### src/logic/pde_decoder_defs.vh
`ifndef PDE_DECODER_DEFS_VH
`define PDE_DECODER_DEFS_VH

// ****************************************************************
// entry field positions
// ****************************************************************
`define PDE_EXEC_BLOCK_POS 63
`define PDE_IGN_HI_MSB 62
`define PDE_IGN_HI_LSB 52
`define PDE_RSV_MSB 51
`define PDE_ADDR_LSB 12
`define PDE_PSEL_POS 11
`define PDE_EXT_ACCESS_POS 10
`define PDE_RSV7_POS 7
`define PDE_ACC_POS 5
`define PDE_CD_POS 4
`define PDE_WT_POS 3
`define PDE_US_POS 2
`define PDE_RW_POS 1
`define PDE_P_POS 0

// ****************************************************************
// address widths
// ****************************************************************
`define ADDR_WIDTH_CLIENT 6'h27
`define ADDR_WIDTH_SERVER 6'h2E
`define ADDR_WIDTH_MAX 6'h2E

// ****************************************************************
// register map (byte addresses)
// ****************************************************************
`define REG_CTRL 8'h00
`define REG_ENTRY_LO 8'h04
`define REG_ENTRY_HI 8'h08
`define REG_REQ 8'h0C
`define REG_RESULT 8'h10
`define REG_BASE_LO 8'h14
`define REG_BASE_HI 8'h18
`define REG_WB_LO 8'h1C
`define REG_WB_HI 8'h20
`define REG_IRQ_STAT 8'h24
`define REG_IRQ_MASK 8'h28

// ctrl bits
`define CTRL_EXEC_BLOCK 0
`define CTRL_NEST 1
`define CTRL_FL64K 2
`define CTRL_EXT_ACCESS 3
`define CTRL_SUPER_WP 4
`define CTRL_SERVER 5
`define CTRL_SUPER_CTX 6

// request bits (write to REG_REQ starts a decode)
`define REQ_EXEC 0
`define REQ_WRITE 1
`define REQ_USER 2

// result bits
`define RES_DONE 0
`define RES_FAULT 1
`define RES_NOT_PRESENT 2
`define RES_RSV_ERR 3
`define RES_PAGE64K 4
`define RES_NESTED 5
`define RES_EXEC_OK 6
`define RES_WRITE_OK 7
`define RES_USER_OK 8
`define RES_WB_NEEDED 9
`define RES_CTX_ERR 10
`define RES_MEMTYPE_WB 11

// irq status bits
`define IRQ_DONE 0
`define IRQ_FAULT 1
`define IRQ_WB 2
`define IRQ_BITS 3

`endif

### src/logic/sticky_bit.v
// one sticky status flag: set wins over a write-one clear
module sticky_bit (
  input wire aclk,
  input wire aresetn,
  input wire set_i,
  input wire clr_i,
  output reg flag_q
);
  always @(posedge aclk)
  begin
    if (!aresetn)
      flag_q <= 1'b0;
    else if (set_i)
      flag_q <= 1'b1;
    else if (clr_i)
      flag_q <= 1'b0;
  end
endmodule

### src/logic/page_directory_entry_decoder.v
// The register offsets and register access over AXI4-Lite were chosen for this implementation.
`include "pde_decoder_defs.vh"

// How it works
// execute denied when execute_block_enable and entry bit 63 are both set
// bits 62:52, 9:8 and 6 never influence decode or permissions
// software keeps bits 51 down to width, and bit 7, zero
// table base is entry bits width-1 down to 12, 4 KB aligned
// with nested translation, base is flagged as guest physical address
// with 64 KB pages enabled, bit 11 picks 64 KB or 4 KB
// with 64 KB pages disabled, table always maps 4 KB pages
// with extended-access flag enabled, device sets bit 10 after use
// with extended-access flag disabled, bit 10 neither used nor updated
// accessed bit 5 is set on first access through the entry
// table fetches always write-back; bits 4 and 3 ignored for type
// user requests rejected when bit 2 is zero
// supervisor translation contexts are refused
// user writes denied when bit 1 is zero
// supervisor writes also denied when bit 1 zero and write-protect on
// entry present only when bit 0 is one
// host address width is 39 for client, 46 for server
// not present or reserved bits set aborts with a translation fault
// flag updates are one atomic 64-bit read-modify-write
module page_directory_entry_decoder (
  input wire aclk,
  input wire aresetn,
  input wire [7:0] s_axi_awaddr,
  input wire [2:0] s_axi_awprot,
  input wire s_axi_awvalid,
  output wire s_axi_awready,
  input wire [31:0] s_axi_wdata,
  input wire [3:0] s_axi_wstrb,
  input wire s_axi_wvalid,
  output wire s_axi_wready,
  output wire [1:0] s_axi_bresp,
  output wire s_axi_bvalid,
  input wire s_axi_bready,
  input wire [7:0] s_axi_araddr,
  input wire [2:0] s_axi_arprot,
  input wire s_axi_arvalid,
  output wire s_axi_arready,
  output wire [31:0] s_axi_rdata,
  output wire [1:0] s_axi_rresp,
  output wire s_axi_rvalid,
  input wire s_axi_rready,
  output wire irq
);

  // ****************************************************************
  // state
  // ****************************************************************
  localparam [2:0] ST_IDLE = 3'b001;
  localparam [2:0] ST_EVAL = 3'b010;
  localparam [2:0] ST_DONE = 3'b100;

  reg [2:0] state_q;
  reg [6:0] ctrl_q;
  reg [63:0] entry_q;
  reg [2:0] req_q;
  reg [11:0] result_q;
  reg [63:0] base_q;
  reg [63:0] wb_q;
  reg [2:0] irq_mask_q;
  wire [2:0] irq_stat;

  // ****************************************************************
  // axi4-lite write channel
  // ****************************************************************
  reg [7:0] awaddr_q;
  reg aw_held_q;
  reg [31:0] wdata_q;
  reg [3:0] wstrb_q;
  reg w_held_q;
  reg bvalid_q;
  reg [1:0] bresp_q;

  // single response slot: a second write waits until bready takes the first
  assign s_axi_awready = !aw_held_q && !bvalid_q;
  assign s_axi_wready = !w_held_q && !bvalid_q;
  assign s_axi_bvalid = bvalid_q;
  assign s_axi_bresp = bresp_q;

  // address and data park independently, so either may arrive first
  wire wr_fire = aw_held_q && w_held_q && !bvalid_q;
  wire wr_mapped = (awaddr_q == `REG_CTRL) || (awaddr_q == `REG_ENTRY_LO) ||
                   (awaddr_q == `REG_ENTRY_HI) || (awaddr_q == `REG_REQ) ||
                   (awaddr_q == `REG_IRQ_STAT) || (awaddr_q == `REG_IRQ_MASK);

  always @(posedge aclk)
  begin
    if (!aresetn)
    begin
      awaddr_q <= 8'h00;
      aw_held_q <= 1'b0;
      wdata_q <= 32'h0000_0000;
      wstrb_q <= 4'h0;
      w_held_q <= 1'b0;
      bvalid_q <= 1'b0;
      bresp_q <= 2'b00;
    end
    else
    begin
      if (s_axi_awvalid && s_axi_awready)
      begin
        awaddr_q <= {s_axi_awaddr[7:2], 2'b00};
        aw_held_q <= 1'b1;
      end
      if (s_axi_wvalid && s_axi_wready)
      begin
        wdata_q <= s_axi_wdata;
        wstrb_q <= s_axi_wstrb;
        w_held_q <= 1'b1;
      end
      if (wr_fire)
      begin
        aw_held_q <= 1'b0;
        w_held_q <= 1'b0;
        bvalid_q <= 1'b1;
        bresp_q <= wr_mapped ? 2'b00 : 2'b10;
      end
      else if (bvalid_q && s_axi_bready)
        bvalid_q <= 1'b0;
    end
  end

  // byte-lane merge of the held write into a 32-bit old value
  function [31:0] merge;
    input [31:0] old;
    input [31:0] nw;
    input [3:0] strb;
    integer i;
    begin
      merge = old;
      for (i = 0; i < 4; i = i + 1)
        if (strb[i])
          merge[i*8 +: 8] = nw[i*8 +: 8];
    end
  endfunction

  wire wr_ctrl = wr_fire && (awaddr_q == `REG_CTRL);
  wire wr_elo = wr_fire && (awaddr_q == `REG_ENTRY_LO);
  wire wr_ehi = wr_fire && (awaddr_q == `REG_ENTRY_HI);
  wire wr_req = wr_fire && (awaddr_q == `REG_REQ) && wstrb_q[0];
  wire wr_stat = wr_fire && (awaddr_q == `REG_IRQ_STAT) && wstrb_q[0];
  wire wr_mask = wr_fire && (awaddr_q == `REG_IRQ_MASK) && wstrb_q[0];
  wire [31:0] ctrl_wr = merge({25'h0, ctrl_q}, wdata_q, wstrb_q);

  // ****************************************************************
  // context controls and entry fields by name
  // ****************************************************************
  wire execute_block_enable = ctrl_q[`CTRL_EXEC_BLOCK];
  wire nested_translation_enable = ctrl_q[`CTRL_NEST];
  wire first_level_64k_page_enable = ctrl_q[`CTRL_FL64K];
  wire extended_access_flag_enable = ctrl_q[`CTRL_EXT_ACCESS];
  wire supervisor_write_protect_enable = ctrl_q[`CTRL_SUPER_WP];
  wire execute_block_bit = entry_q[`PDE_EXEC_BLOCK_POS];
  wire table_page_size_select = entry_q[`PDE_PSEL_POS];

  // ****************************************************************
  // entry decode (combinational)
  // ****************************************************************
  wire server = ctrl_q[`CTRL_SERVER];
  wire [5:0] addr_width = server ? `ADDR_WIDTH_SERVER : `ADDR_WIDTH_CLIENT;
  // every bit from the width upward; one shift keeps both masks in step
  wire [63:0] above_width = {64{1'b1}} << addr_width;
  wire [63:0] below_rsv_top = {{(63-`PDE_RSV_MSB){1'b0}}, {(`PDE_RSV_MSB+1){1'b1}}};

  // reserved: bits 51 down to the width, and bit 7
  wire [63:0] rsv_mask = (above_width & below_rsv_top) | (64'h1 << `PDE_RSV7_POS);
  wire rsv_err = |(entry_q & rsv_mask);
  wire present = entry_q[`PDE_P_POS];
  wire ctx_err = ctrl_q[`CTRL_SUPER_CTX];
  wire fault = !present || rsv_err || ctx_err;

  // base keeps only width-1:12; ignored bits 62:52 are never looked at
  wire [63:0] addr_mask = ~above_width & ({64{1'b1}} << `PDE_ADDR_LSB);
  wire [63:0] table_base = entry_q & addr_mask;

  // bit 11 only counts with 64 KB pages enabled
  wire page64k = first_level_64k_page_enable & table_page_size_select;

  wire is_user = req_q[`REQ_USER];
  wire exec_ok = !(execute_block_enable && execute_block_bit);
  wire user_ok = !is_user || entry_q[`PDE_US_POS];

  wire write_ok = entry_q[`PDE_RW_POS] || (!is_user && !supervisor_write_protect_enable);

  // flags to set: accessed always, extended only when enabled
  wire [63:0] set_bits = (64'h1 << `PDE_ACC_POS) |
                         ({63'h0, extended_access_flag_enable} << `PDE_EXT_ACCESS_POS);
  wire [63:0] updated = entry_q | set_bits;
  wire wb_needed = (updated != entry_q);

  // permissions forced low on any fault so no caller can act on them
  wire [11:0] result_d = {
    1'b1,                 // fetch type is always write-back
    ctx_err,
    !fault && wb_needed,
    !fault && user_ok,
    !fault && write_ok,
    !fault && exec_ok,
    nested_translation_enable, // base is a guest physical address
    page64k,
    rsv_err,
    !present,
    fault,
    1'b1
  };

  // ****************************************************************
  // control registers and decode sequence
  // ****************************************************************
  always @(posedge aclk)
  begin
    if (!aresetn)
    begin
      state_q <= ST_IDLE;
      ctrl_q <= 7'h00;
      entry_q <= 64'h0000_0000_0000_0000;
      req_q <= 3'h0;
      result_q <= 12'h000;
      base_q <= 64'h0000_0000_0000_0000;
      wb_q <= 64'h0000_0000_0000_0000;
      irq_mask_q <= 3'h0;
    end
    else
    begin
      if (wr_ctrl)
        ctrl_q <= ctrl_wr[6:0];
      if (wr_mask)
        irq_mask_q <= wdata_q[`IRQ_BITS-1:0];
      // entry is frozen while a decode runs
      if (wr_elo && state_q == ST_IDLE)
        entry_q[31:0] <= merge(entry_q[31:0], wdata_q, wstrb_q);
      if (wr_ehi && state_q == ST_IDLE)
        entry_q[63:32] <= merge(entry_q[63:32], wdata_q, wstrb_q);
      // a request while a decode runs is dropped; software waits for done
      case (state_q)
        ST_IDLE:
        begin
          if (wr_req)
          begin
            req_q <= wdata_q[2:0];
            result_q <= 12'h000;
            state_q <= ST_EVAL;
          end
        end
        ST_EVAL:
        begin
          result_q <= result_d;
          base_q <= fault ? 64'h0 : table_base;
          // single 64-bit image written back in one go
          wb_q <= (!fault && wb_needed) ? updated : entry_q;
          // a faulting entry keeps its image: nothing may mark it as used
          if (!fault)
            entry_q <= updated;
          state_q <= ST_DONE;
        end
        ST_DONE:
          state_q <= ST_IDLE;
        default:
          state_q <= ST_IDLE;
      endcase
    end
  end

  // ****************************************************************
  // interrupts
  // ****************************************************************
  wire done_pulse = (state_q == ST_DONE);
  wire [2:0] irq_set = {done_pulse & result_q[`RES_WB_NEEDED],
                        done_pulse & result_q[`RES_FAULT],
                        done_pulse};
  // one flag per event, so clearing one never swallows another's set
  genvar g;
  generate
    for (g = 0; g < `IRQ_BITS; g = g + 1)
    begin : g_irq
      sticky_bit u_flag (
        .aclk(aclk),
        .aresetn(aresetn),
        .set_i(irq_set[g]),
        .clr_i(wr_stat & wdata_q[g]),
        .flag_q(irq_stat[g])
      );
    end
  endgenerate

  // level output: stays high until software writes the flag back as one
  assign irq = |(irq_stat & irq_mask_q);

  // ****************************************************************
  // axi4-lite read channel
  // ****************************************************************
  reg rvalid_q;
  reg [31:0] rdata_q;
  reg [1:0] rresp_q;
  reg [31:0] rd_mux;
  reg rd_ok;

  // read data registered: it must stand unchanged while rvalid waits
  assign s_axi_arready = !rvalid_q;
  assign s_axi_rvalid = rvalid_q;
  assign s_axi_rdata = rdata_q;
  assign s_axi_rresp = rresp_q;

  always @*
  begin
    rd_ok = 1'b1;
    rd_mux = 32'h0000_0000;
    case ({s_axi_araddr[7:2], 2'b00})
      `REG_CTRL: rd_mux = {25'h0, ctrl_q};
      `REG_ENTRY_LO: rd_mux = entry_q[31:0];
      `REG_ENTRY_HI: rd_mux = entry_q[63:32];
      `REG_REQ: rd_mux = {29'h0, req_q};
      `REG_RESULT: rd_mux = {20'h0, result_q};
      `REG_BASE_LO: rd_mux = base_q[31:0];
      `REG_BASE_HI: rd_mux = base_q[63:32];
      `REG_WB_LO: rd_mux = wb_q[31:0];
      `REG_WB_HI: rd_mux = wb_q[63:32];
      `REG_IRQ_STAT: rd_mux = {29'h0, irq_stat};
      `REG_IRQ_MASK: rd_mux = {29'h0, irq_mask_q};
      default: rd_ok = 1'b0;
    endcase
  end

  always @(posedge aclk)
  begin
    if (!aresetn)
    begin
      rvalid_q <= 1'b0;
      rdata_q <= 32'h0000_0000;
      rresp_q <= 2'b00;
    end
    else if (s_axi_arvalid && !rvalid_q)
    begin
      rvalid_q <= 1'b1;
      rdata_q <= rd_mux;
      rresp_q <= rd_ok ? 2'b00 : 2'b10;
    end
    else if (rvalid_q && s_axi_rready)
      rvalid_q <= 1'b0;
  end

endmodule

### config.mk
export PLATFORM = sky130hd
export DESIGN_NAME = page_directory_entry_decoder
export DESIGN_NICKNAME = d
export VERILOG_FILES = /design/src/logic/sticky_bit.v /design/src/logic/page_directory_entry_decoder.v
export VERILOG_INCLUDE_DIRS = /design/src /design/src/logic
export SDC_FILE = /design/constraint.sdc
export NUM_CORES = 1
export LEC_CHECK = 0
export BUFFER_PORTS_ARGS = -buffer_cell sky130_fd_sc_hd__buf_2
export CAP_MARGIN = 20
export CELL_PAD_IN_SITES_DETAIL_PLACEMENT = 1
export CELL_PAD_IN_SITES_GLOBAL_PLACEMENT = 2
export CORE_UTILIZATION = 37
export DETAILED_ROUTE_END_ITERATION = 7
export GPL_ROUTABILITY_DRIVEN = 0
export PLACE_DENSITY = 0.89
export SYNTH_ARGS = -nofsm -noshare
export SYNTH_HDL_FRONTEND = slang
export SYNTH_HIERARCHICAL = 1
export SYNTH_SLANG_ARGS = --single-unit
### constraint.sdc
create_clock -name aclk -period 2.5 [get_ports aclk]
set_clock_uncertainty 0.1 [all_clocks]
set_input_delay 0.125 -clock aclk [delete_from_list [all_inputs] [get_ports aclk]]
set_output_delay 0.125 -clock aclk [all_outputs]
set_load 0.05 [all_outputs]
### Word level (Yosys, flattened, before mapping)

Cells that the tools add are included.

* $add $sub $neg: 0
* multiply operators: 0
* divide/modulo/power cells: 0
* order comparisons: 0
* equal/unequal tests: 20
* shift operators: 1
* multiplexer cells: 33
* bitwise logic cells: 12
* reduce and logical (&&, ||, !) cells: 59

Operators with widths (number)
* 32-bit one-hot mux with 11 select lines: 1
* 64-bit 2-to-1 mux: 4
* 64-bit by 52-bit AND with 64-bit output: 1
* 64-bit AND: 1
* 32-bit 2-to-1 mux: 2
* 8-bit 2-to-1 mux: 8
* 64-bit inequality test: 1
* 64-bit inverter: 1
* 64-bit by 11-bit OR with 64-bit output: 1
* 64-bit OR reduction: 1
* 64-bit by 6-bit << shifter with 64-bit output (first input constant): 1
* 6-bit by 4-bit == test with 1-bit output (second input constant): 5
* 1-bit logical AND: 26
* 6-bit by 2-bit == test with 1-bit output (second input constant): 4
* 6-bit by 3-bit == test with 1-bit output (second input constant): 4
* 12-bit one-hot mux with 2 select lines: 1
* 6-bit by 1-bit == test with 1-bit output (second input constant): 2
* 12-bit 2-to-1 mux: 1
* 2-bit nonzero test: 6
* 1-bit 2-to-1 mux: 11
* 11-bit OR reduction: 1
* 1-bit zero test: 9
* 1-bit logical OR: 9
* 8-bit zero test: 1
* other kinds (15): 23

* flip-flop bits (word level): 305
* latch bits: 0
* memory bits (writable): 0
* ROM bits: 0
* input bits: 65
* output and inout bits: 42
* memories kept: 0

### Logic depth before layout (Yosys ltp)

* depth after elaboration: 9
* mapped depth: 8
* depth with buffers taken out: 6

### Modules after synthesis

The synthesis kept the hierarchy.

By module, submodules not included
* page_directory_entry_decoder: times used 1, cells each 1258, area each 11205.7 µm²
* sticky_bit: times used 3, cells each 3, area each 41.3 µm²

### Worst setup path before layout

Ideal clock, no wire load.

* path type: reg2reg
* start point: register bvalid_q, in the netlist s_axi_bvalid
* end point: register wdata_q[10]
* setup time: 70 ps
* arrival: 2216 ps
* data required time: 2330 ps
* setup slack: 114 ps
* cell stages (with the launch flop): 7
* path buffers: 2
* period minus slack after synthesis: 2386 ps
* path through: dfxtp_1 nor2_1 and2_1 clkbuf_1 clkbuf_1 nand2_1 a21oi_1

* word-level cells in the longest chain between the ends: 3

RTL lines
* from (decl): RTL line page_directory_entry_decoder.v:74 `reg bvalid_q;`
* from (signal assigned): RTL line page_directory_entry_decoder.v:98 `bvalid_q <= 1'b0;`
* from (signal assigned): RTL line page_directory_entry_decoder.v:118 `bvalid_q <= 1'b1;`
* from (signal assigned): RTL line page_directory_entry_decoder.v:122 `bvalid_q <= 1'b0;`
* 1-bit zero test: RTL line page_directory_entry_decoder.v:79 `assign s_axi_wready = !w_held_q && !bvalid_q;`
* 1-bit logical AND: RTL line page_directory_entry_decoder.v:79
* named net s_axi_wready: RTL line page_directory_entry_decoder.v:34 `output wire s_axi_wready,`
* 1-bit logical AND: RTL line page_directory_entry_decoder.v:108 `if (s_axi_wvalid && s_axi_wready)`
* to (signal assigned): RTL line page_directory_entry_decoder.v:110 `wdata_q <= s_axi_wdata;`
* to (decl): RTL line page_directory_entry_decoder.v:71 `reg [31:0] wdata_q;`

The timed path passes the listed nets, and every way through them passes these cells.
A chain may end at the register's enable or synchronous reset.

==> results.cfg <==
[run_status]
status = complete, no violations

[hold_path]
hp-class = input port to register

[flow_run]
cap_violations = 0

[worst_setup_path]
endpoint_kind = register
critical-path-slowest-cell = nor2_2
path_delay_family = buffers and inverters
rr_startpoint = state_q[0]$_SDFFE_PN1P_
cp.arrival_ps = 2540
cp_num_cells = 6
worstRegToRegCells = 5
worstPathCellList = dlygate4sd3_1, buf_2, inv_4, nor2_2, o21a_1, a22o_1
crit_fanout = 22
r2r-end = entry_q[39]$_SDFFE_PN0P_
startpoint = aresetn
critPathLaunchType = input port
critPathBufInv = 3
endpoint = result_q[6]$_SDFFE_PN0P_
cp.required_ps = 2880
crit_type = input port to register
max_stage_delay_ps = 540
r2r_slack_ps = 360

[timing]
tightest_slew_ps = 960
hold_viol = 0
setup_viol = 0
whs_ps = 77.7
rsz0062_at_grt = false
maxSlewViolCount = 0
fin_ws_ps = 340
fmax_mhz = 463
setup_tns_ps = 0
finalCritPeriodShare_pct = 86.4
period_needed_ps = 2160
slew_headroom_pct = 36.0

[routing]
wire_per_inst_um = 20.7
drc = 0
vias_per_cell = 5.56
vias = 9953
drt-initial-drc-count = 589
ant_nets = 0
wirelength_um = 37000
dr.pass1.iters = 5

[die]
initial_core_util_pct = 37.9
die_h_um = 177
coreArea_um2 = 29900
num_rows = 63
io_pins = 107
die_w_um = 177
dieArea_um2 = 31300

[power_and_ir_drop]
swShare_pct = 23.8
p_sw_mw = 2.19
clock_power_share_pct = 45.2
power_leakage_nw = 5.60
vdd.ir_drop.worst_mv = 0.453
pwr-share-seq_pct = 48.4
combPwrFrac_pct = 6.5
p_per_area_nw_per_um2 = 675
p_int_mw = 7.02

[layout]
nets = 1447
antenna_cells = 0
drive_above_1_share_pct = 16.7
most-common-layout-cells = 272 x dfxtp_1, 264 x nand2_1, 106 x a21oi_1
layout_commonest_cell = dfxtp_1
area_growth_pct = 20.4
nFillCells = 3434
stdcell_area_um2 = 13600

[yosys]
syn_area_um2 = 11300
synthDistinctLibCells = 61
yosysWarnings = 6
ys_ff_latch = 272
synth_flop_cell = dfxtp_1
synth_edf_count = 0
yosysSeqAreaShare_pct = 48.1
syn_area_per_cell_um2 = 8.94
postSynthCellCount = 1267
async_flop_share_pct = 0

[cts]
htree_levels = 1
tritoncts = built
cts_made_buffers = 29
cts_buffer_depth = 3
clk_pin_slew_ps = 60
cts_sinks = 272
insertion_delay_ps = 550
cts-root-buf = clkbuf_16

[global_routing]
overflow = 0
grt_max_degree = 87
grtUsageTotal_pct = 23.7
grt_pass1_wl_um = 58000
grt_pass1_vias = 9934
antenna_found_initial = 0

[placement]
numPortBuffers = 94
hpwl_um = 24000
place_area_um2 = 12300
dp_slack_ps = 375
==> stage by stage <==
stage | utilization [%] | power, mW | cells
global placement | 41.1 | 5.08 | 1695
finish | 45.7 | 9.22 | 1791
floorplan | - | 4.86 | 1268
CTS | 45.7 | 9.28 | 1791
global route | 45.7 | 9.51 | 1791
detailed placement | 41.1 | 5.09 | 1695
==> worst reg2reg max path, stage by stage (launching register included) <==
cell     delay (ps)
dfxtp_1         420
nor3b_4         500
and3_2          360
and3_1          180
buf_4           230
mux2i_1         270
==> cells in the mapped netlist, drive strengths merged, types with 2 or more instances <==
cell	number	area share, %
inv	8	0.27
nor3	19	0.98
o2bb2ai	9	0.70
a32oi	3	0.23
a21oi	107	4.7
a22o	56	4.3
nand2	264	8.7
nor3b	3	0.34
nand3	75	3.3
nand2b	6	0.33
mux2	22	2.2
nor2	66	2.2
o31ai	4	0.27
nor4b	2	0.21
o21a	5	0.33
buf	38	1.8
nand4	30	2.3
a32o	7	0.62
mux2i	97	8.6
and3	18	1.0
o21ai	14	0.62
and2	12	0.66
and3b	3	0.23
a221oi	9	0.70
nor4	5	0.33
clkbuf	64	2.1
a31oi	3	0.17
a22oi	7	0.46
o211ai	8	0.53
nor4bb	5	0.44
a222oi	3	0.27
a21o	3	0.20
nor2b	7	0.59
mux4	2	0.40
dfxtp	272	48
==> worst min path at each step <==
stage,start,to,slack [ps],depth (start not counted)
floorplan,aresetn,g_irq[0].u_flag/flag_q$_SDFFE_PN0P_,140,1
global placement,s_axi_awaddr[2],awaddr_q[2]$_SDFFE_PN0P_,260,3
detailed placement,s_axi_awaddr[5],awaddr_q[5]$_SDFFE_PN0P_,270,3
CTS,s_axi_araddr[4],s_axi_rdata[13]$_SDFFE_PN0P_,60,4
global route,s_axi_araddr[4],s_axi_rdata[13]$_SDFFE_PN0P_,110,4
finish,s_axi_araddr[4],s_axi_rdata[13]$_SDFFE_PN0P_,80,4
==> state kept, by name (all words and copies together), names as in the netlist <==
| register | flops |
|---|---|
| irq_mask_q | 3 |
| s_axi_rvalid | 1 |
| awaddr_q | 6 |
| s_axi_rdata | 32 |
| s_axi_rresp | 1 |
| w_held_q | 1 |
| base_q | 34 |
| wb_q | 64 |
| wstrb_q | 4 |
| ctrl_q | 7 |
| g_irq.u_flag/flag_q | 3 |
| state_q | 3 |
| s_axi_bvalid | 1 |
| wdata_q | 32 |
| s_axi_bresp | 1 |
| entry_q | 64 |
| aw_held_q | 1 |
| result_q | 11 |
| req_q | 3 |
==> layout make-up <==
type                            instances  area (um2)  area share [%]
Clock buffer                           46         900            6.59
Clock inverter                          4        20.0           0.147
Inverter                                8        32.5           0.238
Multi-Input combinational cell        886        5480            40.2
Sequential cell                       272        5450            39.9
Tap cell                              390         488            3.58
Timing Repair Buffer                  185        1280            9.39
==> timing repair <==
action                    in CTS  in global routing
hold endpoints to repair      46                  0
hold buffers                  46                  0
buffers inserted               0                  0
gates resized for setup        0                  0
==> power groups by stage <==
stage               sequential [mW]  combinational, mW  clock (mW)
floorplan                      4.53              0.326           0
global placement               4.55              0.529           0
detailed placement             4.55              0.536           0
CTS                            4.46              0.593        4.23
global route                   4.46              0.642        4.41
finish                         4.46              0.596        4.16
==> kinds of logic after synthesis <==
family	Yosys count	share of synthesized area, %
compound gates	243	14.6
flops	272	48.1
mux	121	11.2
simple gates	519	21.9
buf+inv	110	4.14
other cells	1	0.0331
xor+xnor	1	0.0773
==> layer usage <==
layer  wire length [um]  vias to the layer above  GRT usage [%]
li1                   -                     4700              -
met1              17700                     4939           33.6
met2              16800                      257           38.1
met3               1790                       57           2.51
met4                688                        0           5.78
met5                  0                        -              0
No activity file was read; power rests on OpenSTA's default activity.
